==> config.mk <==
export PLATFORM = sky130hd
export DESIGN_NAME = data_space_access_unit
export DESIGN_NICKNAME = d
export VERILOG_FILES = /design/src/rtl/dsau_pkg.sv /design/src/rtl/data_space_access_unit.sv
export VERILOG_INCLUDE_DIRS = /design/src /design/src/rtl
export SDC_FILE = /design/constraint.sdc
export NUM_CORES = 1
export LEC_CHECK = 0
export ABC_AREA = 1
export BUFFER_PORTS_ARGS = -buffer_cell sky130_fd_sc_hd__buf_2
export CAP_MARGIN = 25
export CORE_AREA = 4 4 137 139
export CTS_CLUSTER_SIZE = 25
export DETAILED_ROUTE_END_ITERATION = 8
export DIE_AREA = 0 0 141 143
export PLACE_DENSITY = 0.69
export SLEW_MARGIN = 20
export SYNTH_ARGS = -nofsm -noshare
export SYNTH_HDL_FRONTEND = slang
export SYNTH_SLANG_ARGS = --single-unit
==> constraint.sdc <==
create_clock -name clk_sys_i -period 3.9 [get_ports clk_sys_i]
set_input_delay 0.195 -clock clk_sys_i [delete_from_list [all_inputs] [get_ports clk_sys_i]]
set_output_delay 0.195 -clock clk_sys_i [all_outputs]
set_load 0.05 [all_outputs]
==> src/rtl/dsau_defines.svh <==
// constants for the data space access unit
// Contract
// - upper data half maps onto program page
// - visibility needs address top bit and enable
// - program address is page plus low fifteen bits
// - only low program word returned as data
// - visibility suspended during table operations
// - outside repeat add one or two cycles
// - repeat edges add two, middle iterations none
// - multiply class reads split X and Y pointers
// - other instructions see one linear space
// - all writes use the X write path
// - modulo everywhere, bit reverse on X writes
// - X/Y boundary fixed in hardware
// - invalid reads return zero
// - sixteen bit byte addresses, two lanes
// - byte reads select lane onto low byte
// - byte writes strobe only matching lane
// - post increment one for byte, two word
// - misaligned word raises address error trap
`ifndef DSAU_DEFINES_SVH
`define DSAU_DEFINES_SVH

`define DSAU_X_BASE 16'h0800
`define DSAU_X_END 16'h08ff
`define DSAU_Y_BASE 16'h0900
`define DSAU_Y_END 16'h09ff
`define DSAU_PTR_XA 4'h8
`define DSAU_PTR_XB 4'h9
`define DSAU_PTR_YA 4'ha
`define DSAU_PTR_YB 4'hb
`define DSAU_STEP_BYTE 16'h0001
`define DSAU_STEP_WORD 16'h0002
`define DSAU_EXTRA_NONE 2'h0
`define DSAU_EXTRA_ONE 2'h1
`define DSAU_EXTRA_TWO 2'h2
`define DSAU_LANE_LO 2'h1
`define DSAU_LANE_HI 2'h2
`define DSAU_LANE_BOTH 2'h3
`define DSAU_LANE_NONE 2'h0
`define DSAU_REG_CTRL 4'h0
`define DSAU_REG_PAGE 4'h1
`define DSAU_REG_STATUS 4'h2
`define DSAU_REG_MASK 4'h3
`define DSAU_CTRL_PVE 0
`define DSAU_ST_RD_TRAP 0
`define DSAU_ST_WR_TRAP 1
`define DSAU_ST_ZERO 2
`define DSAU_ST_W 3
`define DSAU_CTRL_RST 1'h0
`define DSAU_PAGE_RST 8'h00
`define DSAU_ST_RST 3'h0
`define DSAU_ZERO16 16'h0000

`endif

==> src/rtl/dsau_pkg.sv <==
// types for the data space access unit
package dsau_pkg;

   typedef enum logic [1:0] {
      KIND_MOV = 2'b00,
      KIND_MOVD = 2'b01,
      KIND_MAC_PREFETCH = 2'b10,
      KIND_OTHER = 2'b11
   } instr_kind_t;

   typedef enum logic [1:0] {
      SRC_ZERO = 2'b00,
      SRC_RAM = 2'b01,
      SRC_PM = 2'b10
   } x_src_t;

   typedef enum logic [1:0] {
      ST_IDLE = 2'b00,
      ST_WAIT_A = 2'b01,
      ST_WAIT_B = 2'b11
   } stall_state_t;

endpackage

==> src/rtl/data_space_access_unit.sv <==
// data space decode, visibility mapping and access logic
`timescale 1ns/100ps
`include "dsau_defines.svh"
module data_space_access_unit
   import dsau_pkg::*;
(
   input wire logic clk_sys_i,
   input wire logic rst_b_i,
   input wire logic [3:0] reg_addr_i,
   input wire logic [15:0] reg_wdata_i,
   input wire logic reg_wr_i,
   input wire logic reg_rd_i,
   output logic [15:0] reg_rdata_o,
   input wire logic x_req_i,
   input wire logic x_wr_i,
   input wire logic x_byte_i,
   input wire logic x_mac_i,
   input wire logic [3:0] x_ptr_sel_i,
   input wire logic [15:0] x_ea_i,
   input wire logic [15:0] x_wdata_i,
   input wire logic y_req_i,
   input wire logic [3:0] y_ptr_sel_i,
   input wire logic [15:0] y_ea_i,
   input wire instr_kind_t instr_kind_i,
   input wire logic table_busy_i,
   input wire logic rep_active_i,
   input wire logic rep_first_i,
   input wire logic rep_last_i,
   input wire logic rep_irq_exit_i,
   input wire logic rep_irq_reentry_i,
   input wire logic [15:0] ptr_i,
   input wire logic mod_en_i,
   input wire logic [15:0] mod_start_i,
   input wire logic [15:0] mod_end_i,
   input wire logic brev_en_i,
   input wire logic [15:0] brev_mod_i,
   output logic ready_o,
   output logic [15:0] x_rdata_o,
   output logic x_valid_o,
   output logic [15:0] y_rdata_o,
   output logic y_valid_o,
   output logic [15:0] ptr_next_o,
   output logic addr_trap_o,
   output logic irq_o,
   output logic [15:0] ram_x_addr_o,
   output logic ram_x_re_o,
   output logic [1:0] ram_x_we_o,
   output logic [15:0] ram_x_wdata_o,
   input wire logic [15:0] ram_x_rdata_i,
   output logic [15:0] ram_y_addr_o,
   output logic ram_y_re_o,
   input wire logic [15:0] ram_y_rdata_i,
   output logic [23:0] pm_addr_o,
   output logic pm_re_o,
   input wire logic [23:0] pm_rdata_i
);

   // region decode, boundary is constant
   function automatic logic in_x(input logic [15:0] ea);
      in_x = (ea >= `DSAU_X_BASE) && (ea <= `DSAU_X_END);
   endfunction

   function automatic logic in_y(input logic [15:0] ea);
      in_y = (ea >= `DSAU_Y_BASE) && (ea <= `DSAU_Y_END);
   endfunction

   function automatic logic [15:0] rev16(input logic [15:0] v);
      logic [15:0] r;
      r = `DSAU_ZERO16;
      for (int i = 0; i < 16; i++) begin
         r[i] = v[15 - i];
      end
      rev16 = r;
   endfunction

   function automatic logic [1:0] psv_extra(input instr_kind_t k, input logic rep, input logic edge_it);
      logic [1:0] e;
      e = `DSAU_EXTRA_TWO;
      if (rep) begin
         e = edge_it ? `DSAU_EXTRA_TWO : `DSAU_EXTRA_NONE;
      end else if (k != KIND_OTHER) begin
         e = `DSAU_EXTRA_ONE;
      end
      psv_extra = e;
   endfunction

   // reset release
   logic rst_meta_q;
   logic rst_sync_q;
   always_ff @(posedge clk_sys_i or negedge rst_b_i) begin
      if (!rst_b_i) begin
         rst_meta_q <= 1'b0;
         rst_sync_q <= 1'b0;
      end else begin
         rst_meta_q <= 1'b1;
         rst_sync_q <= rst_meta_q;
      end
   end
   wire rst_n = rst_sync_q;

   // registers
   logic pve_q, pve_d;
   logic [7:0] page_q, page_d;
   logic [`DSAU_ST_W-1:0] status_q, status_d;
   logic [`DSAU_ST_W-1:0] mask_q, mask_d;
   logic [15:0] rdata_q, rdata_d;
   logic [`DSAU_ST_W-1:0] events;

   // datapath state
   stall_state_t state_q, state_d;
   x_src_t s1_src_q, s1_src_d;
   logic s1_xv_q, s1_xv_d;
   logic s1_byte_q, s1_byte_d;
   logic s1_hi_q, s1_hi_d;
   logic s1_yv_q, s1_yv_d;
   logic s1_yok_q, s1_yok_d;
   logic [15:0] xr_q, xr_d;
   logic xv_q, xv_d;
   logic [15:0] yr_q, yr_d;
   logic yv_q, yv_d;
   logic [15:0] ptr_q, ptr_d;
   logic trap_q, trap_d;

   // request decode
   logic accept;
   logic x_mis;
   logic y_mis;
   logic psv_hit;
   logic x_mac_ok;
   logic y_ok;
   logic x_ram_ok;
   logic [15:0] x_word;
   logic [15:0] step;
   logic [15:0] x_sel;
   logic [1:0] extra;

   always_comb begin
      accept = (x_req_i || y_req_i) && (state_q == ST_IDLE);
      x_mis = x_req_i && !x_byte_i && x_ea_i[0];
      y_mis = y_req_i && y_ea_i[0];
      x_word = {x_ea_i[15:1], 1'b0};
      // visibility needs top address bit, enable and no table op
      psv_hit = x_ea_i[15] && pve_q && !table_busy_i;
      // multiply class reads keep X pointers in X and Y pointers in Y
      x_mac_ok = in_x(x_ea_i) && ((x_ptr_sel_i == `DSAU_PTR_XA) || (x_ptr_sel_i == `DSAU_PTR_XB));
      y_ok = x_mac_i && in_y(y_ea_i)
         && ((y_ptr_sel_i == `DSAU_PTR_YA) || (y_ptr_sel_i == `DSAU_PTR_YB));
      // any other access sees X and Y as one space
      x_ram_ok = (x_mac_i && !x_wr_i) ? x_mac_ok : (in_x(x_ea_i) || in_y(x_ea_i));
      step = x_byte_i ? `DSAU_STEP_BYTE : `DSAU_STEP_WORD;
      extra = psv_extra(instr_kind_i, rep_active_i,
         rep_first_i || rep_last_i || rep_irq_exit_i || rep_irq_reentry_i);
   end

   // memory ports
   always_comb begin
      ram_x_addr_o = x_word;
      ram_x_re_o = accept && x_req_i && !x_wr_i && x_ram_ok && !x_ea_i[15];
      ram_x_wdata_o = x_wdata_i;
      ram_x_we_o = `DSAU_LANE_NONE;
      // writes only over X, never for a misaligned word
      if (accept && x_req_i && x_wr_i && x_ram_ok && !x_mis) begin
         if (x_byte_i) begin
            ram_x_we_o = x_ea_i[0] ? `DSAU_LANE_HI : `DSAU_LANE_LO;
         end else begin
            ram_x_we_o = `DSAU_LANE_BOTH;
         end
      end
      ram_y_addr_o = {y_ea_i[15:1], 1'b0};
      ram_y_re_o = accept && y_req_i && y_ok;
      // page above, low fifteen address bits straight through
      pm_addr_o = {1'b0, page_q, x_ea_i[14:0]};
      pm_re_o = accept && x_req_i && !x_wr_i && psv_hit;
   end

   // stall after a visibility read
   always_comb begin
      state_d = state_q;
      unique case (state_q)
         ST_IDLE: begin
            if (pm_re_o) begin
               state_d = (extra == `DSAU_EXTRA_TWO) ? ST_WAIT_A
                  : (extra == `DSAU_EXTRA_ONE) ? ST_WAIT_B : ST_IDLE;
            end
         end
         ST_WAIT_A: begin
            state_d = ST_WAIT_B;
         end
         ST_WAIT_B: begin
            state_d = ST_IDLE;
         end
         default: state_d = ST_IDLE;
      endcase
   end

   always_ff @(posedge clk_sys_i or negedge rst_n) begin
      if (!rst_n) begin
         state_q <= ST_IDLE;
      end else begin
         state_q <= state_d;
      end
   end

   // stage one, what the answer is made of
   always_comb begin
      s1_src_d = SRC_ZERO;
      s1_xv_d = 1'b0;
      s1_byte_d = 1'b0;
      s1_hi_d = 1'b0;
      s1_yv_d = 1'b0;
      s1_yok_d = 1'b0;
      if (accept) begin
         s1_xv_d = x_req_i && !x_wr_i;
         s1_byte_d = x_byte_i;
         s1_hi_d = x_ea_i[0];
         s1_yv_d = y_req_i;
         s1_yok_d = y_ok;
         if (x_ea_i[15]) begin
            s1_src_d = psv_hit ? SRC_PM : SRC_ZERO;
         end else begin
            s1_src_d = x_ram_ok ? SRC_RAM : SRC_ZERO;
         end
      end
   end

   always_ff @(posedge clk_sys_i or negedge rst_n) begin
      if (!rst_n) begin
         s1_src_q <= SRC_ZERO;
         s1_xv_q <= 1'b0;
         s1_byte_q <= 1'b0;
         s1_hi_q <= 1'b0;
         s1_yv_q <= 1'b0;
         s1_yok_q <= 1'b0;
      end else begin
         s1_src_q <= s1_src_d;
         s1_xv_q <= s1_xv_d;
         s1_byte_q <= s1_byte_d;
         s1_hi_q <= s1_hi_d;
         s1_yv_q <= s1_yv_d;
         s1_yok_q <= s1_yok_d;
      end
   end

   // pointer post-modify, bit reverse only on X writes
   always_comb begin
      ptr_d = ptr_q;
      if (accept) begin
         if (brev_en_i && x_req_i && x_wr_i && in_x(x_ea_i)) begin
            ptr_d = rev16(rev16(ptr_i) + rev16(brev_mod_i));
         end else if (mod_en_i && ((ptr_i + step - `DSAU_STEP_BYTE) == mod_end_i)) begin
            ptr_d = mod_start_i;
         end else begin
            ptr_d = ptr_i + step;
         end
      end
   end

   always_ff @(posedge clk_sys_i or negedge rst_n) begin
      if (!rst_n) begin
         ptr_q <= `DSAU_ZERO16;
      end else begin
         ptr_q <= ptr_d;
      end
   end

   // misaligned words trap, invalid reads logged
   always_comb begin
      trap_d = 1'b0;
      events = `DSAU_ST_RST;
      if (accept) begin
         trap_d = x_mis || y_mis;
         events[`DSAU_ST_RD_TRAP] = (x_mis && !x_wr_i) || y_mis;
         events[`DSAU_ST_WR_TRAP] = x_mis && x_wr_i;
         events[`DSAU_ST_ZERO] = (x_req_i && !x_wr_i && (x_ea_i[15] ? !psv_hit : !x_ram_ok))
            || (y_req_i && !y_ok);
      end
   end

   always_ff @(posedge clk_sys_i or negedge rst_n) begin
      if (!rst_n) begin
         trap_q <= 1'b0;
      end else begin
         trap_q <= trap_d;
      end
   end

   // answer path, one cycle after stage one
   always_comb begin
      x_sel = `DSAU_ZERO16;
      unique case (s1_src_q)
         SRC_RAM: x_sel = ram_x_rdata_i;
         SRC_PM: x_sel = pm_rdata_i[15:0];
         default: x_sel = `DSAU_ZERO16;
      endcase
      // byte read takes the addressed lane into the low byte
      if (s1_byte_q) begin
         x_sel = {8'h00, s1_hi_q ? x_sel[15:8] : x_sel[7:0]};
      end
      xr_d = s1_xv_q ? x_sel : xr_q;
      xv_d = s1_xv_q;
      // Y carries whole words only
      yr_d = s1_yv_q ? (s1_yok_q ? ram_y_rdata_i : `DSAU_ZERO16) : yr_q;
      yv_d = s1_yv_q;
   end

   always_ff @(posedge clk_sys_i or negedge rst_n) begin
      if (!rst_n) begin
         xr_q <= `DSAU_ZERO16;
         xv_q <= 1'b0;
         yr_q <= `DSAU_ZERO16;
         yv_q <= 1'b0;
      end else begin
         xr_q <= xr_d;
         xv_q <= xv_d;
         yr_q <= yr_d;
         yv_q <= yv_d;
      end
   end

   // register file
   always_comb begin
      pve_d = pve_q;
      page_d = page_q;
      mask_d = mask_q;
      rdata_d = `DSAU_ZERO16;
      status_d = status_q;
      if (reg_wr_i) begin
         unique case (reg_addr_i)
            `DSAU_REG_CTRL: pve_d = reg_wdata_i[`DSAU_CTRL_PVE];
            `DSAU_REG_PAGE: page_d = reg_wdata_i[7:0];
            `DSAU_REG_MASK: mask_d = reg_wdata_i[`DSAU_ST_W-1:0];
            default: ;
         endcase
      end
      if (reg_rd_i) begin
         unique case (reg_addr_i)
            `DSAU_REG_CTRL: rdata_d = {15'h0000, pve_q};
            `DSAU_REG_PAGE: rdata_d = {8'h00, page_q};
            `DSAU_REG_STATUS: begin
               rdata_d = {13'h0000, status_q};
               status_d = `DSAU_ST_RST;
            end
            `DSAU_REG_MASK: rdata_d = {13'h0000, mask_q};
            default: rdata_d = `DSAU_ZERO16;
         endcase
      end
      // new events win over the read clear
      status_d = status_d | events;
   end

   always_ff @(posedge clk_sys_i or negedge rst_n) begin
      if (!rst_n) begin
         pve_q <= `DSAU_CTRL_RST;
         page_q <= `DSAU_PAGE_RST;
         status_q <= `DSAU_ST_RST;
         mask_q <= `DSAU_ST_RST;
         rdata_q <= `DSAU_ZERO16;
      end else begin
         pve_q <= pve_d;
         page_q <= page_d;
         status_q <= status_d;
         mask_q <= mask_d;
         rdata_q <= rdata_d;
      end
   end

   // outputs
   always_comb begin
      ready_o = (state_q == ST_IDLE) && rst_n;
      x_rdata_o = xr_q;
      x_valid_o = xv_q;
      y_rdata_o = yr_q;
      y_valid_o = yv_q;
      ptr_next_o = ptr_q;
      addr_trap_o = trap_q;
      reg_rdata_o = rdata_q;
      irq_o = |(status_q & mask_q);
   end

endmodule

Word-level counts from Yosys, hierarchy flattened:

Index checks and enable logic that the tools add are counted.

* register bits after elaboration: 93
* input port bits: 215
* output and inout port bits: 146
* logic and storage cells: 137

* add/subtract/negate cells: 3
* magnitude comparators: 6
* eq/ne operators: 15
* multiplexer cells: 34
* bitwise logic cells: 2
* reduce and logical (&&, ||, !) cells: 57

Operators with widths (number)
* $mux W16: 4
* $ge A16 B12 Y1 const B: 3
* $le A16 B12 Y1 const B: 3
* $logic_and A1 B1 Y1: 33
* $pmux W16 S2: 1
* $pmux W8 S4: 1
* $mux W2: 13
* $add A16 B16 Y16: 1
* $add A16 B2 Y16: 1
* $eq A16 B16 Y1: 1
* $eq A4 B4 Y1 const B: 4
* $mux W8: 2
* $sub A16 B1 Y16 const B: 1
* $logic_or A1 B1 Y1: 10
* $mux W1: 9
* $mux W3: 3
* $eq A4 B2 Y1 const B: 2
* $logic_not A1 Y1: 8
* $eq A2 B1 Y1 const B: 3
* $reduce_and A2 Y1: 3
* $eq A2 B2 Y1 const B: 2
* $eq A4 B1 Y1 const B: 1
* $logic_not A4 Y1: 1
* $ne A2 B2 Y1 const B: 2
* other kinds (5): 5

Logic depth before layout (Yosys ltp):

* depth after elaboration: 10
* mapped depth: 22

Worst setup path before layout:

OpenSTA, ideal clock, no wires.

* path kind: reg-to-output
* from: reg rst_sync_q (netlist: rst_n)
* to: out ready_o
* arrival: 2.936 ns
* required time: 3.705 ns
* slack: 0.769 ns
* stages on the path, launching flop included: 3
* path buffers: 0
* cells stage by stage: dfrtp_1 inv_1 nor2_1

* longest elaborated chain between the ends: 1

Ends and longest elaborated chain
* start: declaration: line data_space_access_unit.sv:89 `logic rst_sync_q;`
* start signal: assignment: line data_space_access_unit.sv:96 `rst_sync_q <= rst_meta_q;`
* $logic_and A1 B1 Y1: line data_space_access_unit.sv:369 `ready_o = (state_q == ST_IDLE) && rst_n;`
* end: declaration: line data_space_access_unit.sv:37 `output logic ready_o,`

No other way between the ends.

Worst setup path after layout:

* from: in x_byte_i
* to: reg ptr_q[3] (netlist: ptr_next_o[3])

* longest elaborated chain between the ends: 7

Ends and longest elaborated chain
* start: declaration: line data_space_access_unit.sv:16 `input wire logic x_byte_i,`
* $mux W2 (no source line) (*)
* $add A16 B2 Y16 (*): line data_space_access_unit.sv:250, data_space_access_unit.sv:253
* $sub A16 B1 Y16 (no source line)
* $eq A16 B16 Y1: line data_space_access_unit.sv:250 `` end else if (mod_en_i && ((ptr_i + step - `DSAU_STEP_BYTE) == mod_end_i)) begin ``
* $logic_and A1 B1 Y1: line data_space_access_unit.sv:250
* $mux W16 (*): line data_space_access_unit.sv:250
* $mux W16 (*): line data_space_access_unit.sv:248 `if (brev_en_i && x_req_i && x_wr_i && in_x(x_ea_i)) begin`
* end signal: assignment: line data_space_access_unit.sv:260 `` ptr_q <= `DSAU_ZERO16; ``
* end signal: assignment: line data_space_access_unit.sv:262 `ptr_q <= ptr_d;`
* end: declaration: line data_space_access_unit.sv:121 `logic [15:0] ptr_q, ptr_d;`

Every way passes the cells marked *; elsewhere a longest branch is shown, timed or not.
A chain may end at the register's enable or synchronous reset.

==> results.sh <==
export IMPL_rows=49
export IMPL_ys_ff_latch=85
export IMPL_clockBufferDepth=2
export IMPL_clock_root_buffer="clkbuf_16"
export IMPL_area_delta_synth_final_pct=20.5
export IMPL_layout_common_cells="buf_2 (264), nand2_1 (227), inv_1 (134)"
export IMPL_ys_seq_area_frac=0.324
export IMPL_period_share=0.774
export IMPL_cap_violations=0
export IMPL_avgSynthCellArea_um2=7.00
export IMPL_final_core_util=0.448
export IMPL_fmax_mhz=331
export IMPL_yosys_top_cells_area="dfrtp_1 (32%), nand2_1 (13%), buf_4 (8.6%)"
export IMPL_path_cells="buf_2, ha_1, fa_1, inv_1, ha_1, nand3_1, inv_1, nand3_2, nor2_4, nand2_2, nor2_4, inv_1, nand3_1, nand2_1, nor2_2, nand3_4, nand2_1, nand2_1, nor2_1, o21ai_1"
export IMPL_vias=6442
export IMPL_slew_headroom=0.343
export IMPL_setup_violations=0
export IMPL_drt_initial_drc_count=204
export IMPL_crit_family="simple AND/OR/NAND/NOR gates"
export IMPL_worst_setup_path_end_kind="register"
export IMPL_ant_nets=0
export IMPL_post_drt_wl_per_cell_um=15.1
export IMPL_antennaDiodeCount=0
export IMPL_ff_latch_area_mm2=0.00213
export IMPL_cp_arrival_ns=3.24
export IMPL_worst_setup_path_type="input pin to register"
export IMPL_finClkSkew_ns=0.00536
export IMPL_cts_tree="yes"
export IMPL_cts_made_buffers=9
export IMPL_leakagePower_uw=0.00435
export IMPL_finalSetupTns_ns=0
export IMPL_syn_area_mm2=0.00657
export IMPL_slowest_delay_ns=0.46
export IMPL_wl_um=20700
export IMPL_total_power_uw=3400
export IMPL_critPathLaunchType="input pin"
export IMPL_clk_pin_slew_ns=0.07
export IMPL_hold_viol=0
export IMPL_worstMarginPinSlew_ns=0.977
export IMPL_peakVddDrop_mv=0.273
export IMPL_rsz0062_at_grt="false"
export IMPL_final_area_mm2=0.00791
export IMPL_power_density_mw_per_mm2=430
export IMPL_die_w_um=141
export IMPL_cts_post_setup_buffers_inserted=0
export IMPL_dieHeight_um=143
export IMPL_finalCriticalPeriod_ns=3.02
export IMPL_avgViaCountPerCell=4.71
export IMPL_grt_overflow_total=0
export IMPL_dr_pass1_iters=4
export IMPL_insertion_delay_ns=0.34
export IMPL_clkSinkCount=85
export IMPL_track_usage=0.198
export IMPL_critical_path_max_fanout=18
export IMPL_synth_cells=938
export IMPL_yosys_area_top_type="dfrtp_1"
export IMPL_dpl_hpwl_um=17700
export IMPL_slew_viol_final=0
export IMPL_path_buf_inv=4
export IMPL_dieArea_mm2=0.0202
export IMPL_ios=361
export IMPL_final_common_cell="buf_2"
export IMPL_initial_utilization=0.372
export IMPL_place_area_mm2=0.00760
export IMPL_drive_above_1_share=0.280
export IMPL_fill_cells=1883
export IMPL_outcome="complete, no violations"
export IMPL_yosysUniqueCellTypes=49
export IMPL_fin_nets=1370
export IMPL_antenna_found_initial=0
export IMPL_grt_pass1_vias=6106
export IMPL_htreeDepth=3
export IMPL_critPathSlowestCell="fa_1"
export IMPL_synth_top_area_frac=0.324
export IMPL_remaining_drc_errors=0
export IMPL_core_mm2=0.0177
export IMPL_gp_congestion=0.886
export IMPL_hold_class="input pin to register"
export IMPL_grt_first_pass_wirelength_um=31500
export IMPL_io_buffers=264
export IMPL_cp_required_ns=4.13
export IMPL_grt_max_degree=46
export IMPL_fin_hold_ws_ns=0.0669
export IMPL_yosys_warnings=0
export IMPL_multi_input_area_mm2=0.00331
-- power breakdown --
group	internal (µW)	switching [µW]
clock	452	385
combinational	354	1050
sequential	1040	116
total	1850	1550
-- registers in the layout, indices dropped and copies added, names as in the netlist, 2 cells and up --
signal       cells
ptr_next_o      16
status_q         3
state_q          2
mask_q           3
s1_src_q         2
page_q           8
y_rdata_o       16
x_rdata_o       16
reg_rdata_o      8
-- cell type report --
type,instances,share of cell area
Multi-Input combinational cell,630,0.419
Sequential cell,85,0.269
Timing Repair Buffer,270,0.173
Inverter,137,0.0650
Tap cell,229,0.0362
Clock buffer,9,0.0285
Clock inverter,7,0.00933
-- routing by layer --
| layer | GRT usage | routed length, µm |
|---|---|---|
| met5 | 0 | 0 |
| met4 | 0.0377 | 197 |
| met3 | 0.0432 | 1430 |
| met2 | 0.356 | 10400 |
| met1 | 0.247 | 8710 |
-- logic make-up (layout without fill, tap and decap cells) --
group                      Yosys count  count (layout)  synth area share
AOI/OAI and AO/OA                  134             134             0.126
adders and majority gates           22              22            0.0442
other                                2              12           0.00114
xor gates and xnor gates            12              12            0.0172
DFF                                 85              85             0.324
buffers and inverters              233             423             0.177
and+or+nand+nor                    450             450             0.310
-- what timing repair did --
action                    in CTS  in global routing
hold endpoints to repair       2                  0
hold buffers                   1                  0
gates resized for setup        0                  0
-- synth_stat cells (all sizes together) --
master / instances
nand3b: 9
o2111ai: 1
or2: 3
nand2: 238
nand3: 83
o22ai: 8
inv: 135
a31oi: 4
clkbuf: 18
o21bai: 4
or4: 1
a41oi: 1
xnor2: 6
buf: 78
nor2: 75
nand4: 21
a22o: 17
a211oi: 1
fa: 2
nor4: 7
a21oi: 31
a21o: 2
o211ai: 10
o31ai: 1
nor3: 12
xor2: 6
conb: 2
o21ai: 45
dfrtp: 85
clkinv: 2
o32ai: 1
o21a: 4
a21boi: 2
a31o: 1
and2: 1
ha: 20
a22oi: 1
-- stage by stage --
stage	setup slack [ns]	instances
2_1_floorplan	0.769	948
3_3_place_gp	0.608	1350
3_5_place_dp	0.553	1350
4_1_cts	0.909	1367
5_1_grt	0.487	1367
6_report	0.883	1367
-- worst paths after layout --
kind	from	to	slack, ns	depth (start not counted)
setup / recovery	x_byte_i	ptr_next_o[3]	0.88	20
hold / removal	rep_active_i	state_q[0]	0.07	2
setup reg to reg	s1_src_q[1]	x_rdata_o[2]	2.13	7
hold reg to reg	rst_n	status_q[1]	0.30	0
max in group asynchronous	rst_n	ptr_next_o[1]	2.64	1
min in group asynchronous	rst_b_i	rst_n	0.17	2
-- worst reg2reg max path: stages (launching register included) --
cell      delay, ns
dfrtp_1        0.38
inv_1          0.06
ha_1           0.50
a22o_1         0.24
nand2_1        0.10
o211ai_1       0.21
o21ai_0        0.13
inv_1          0.08
Note: power is estimated with default switching activity, not from simulation.
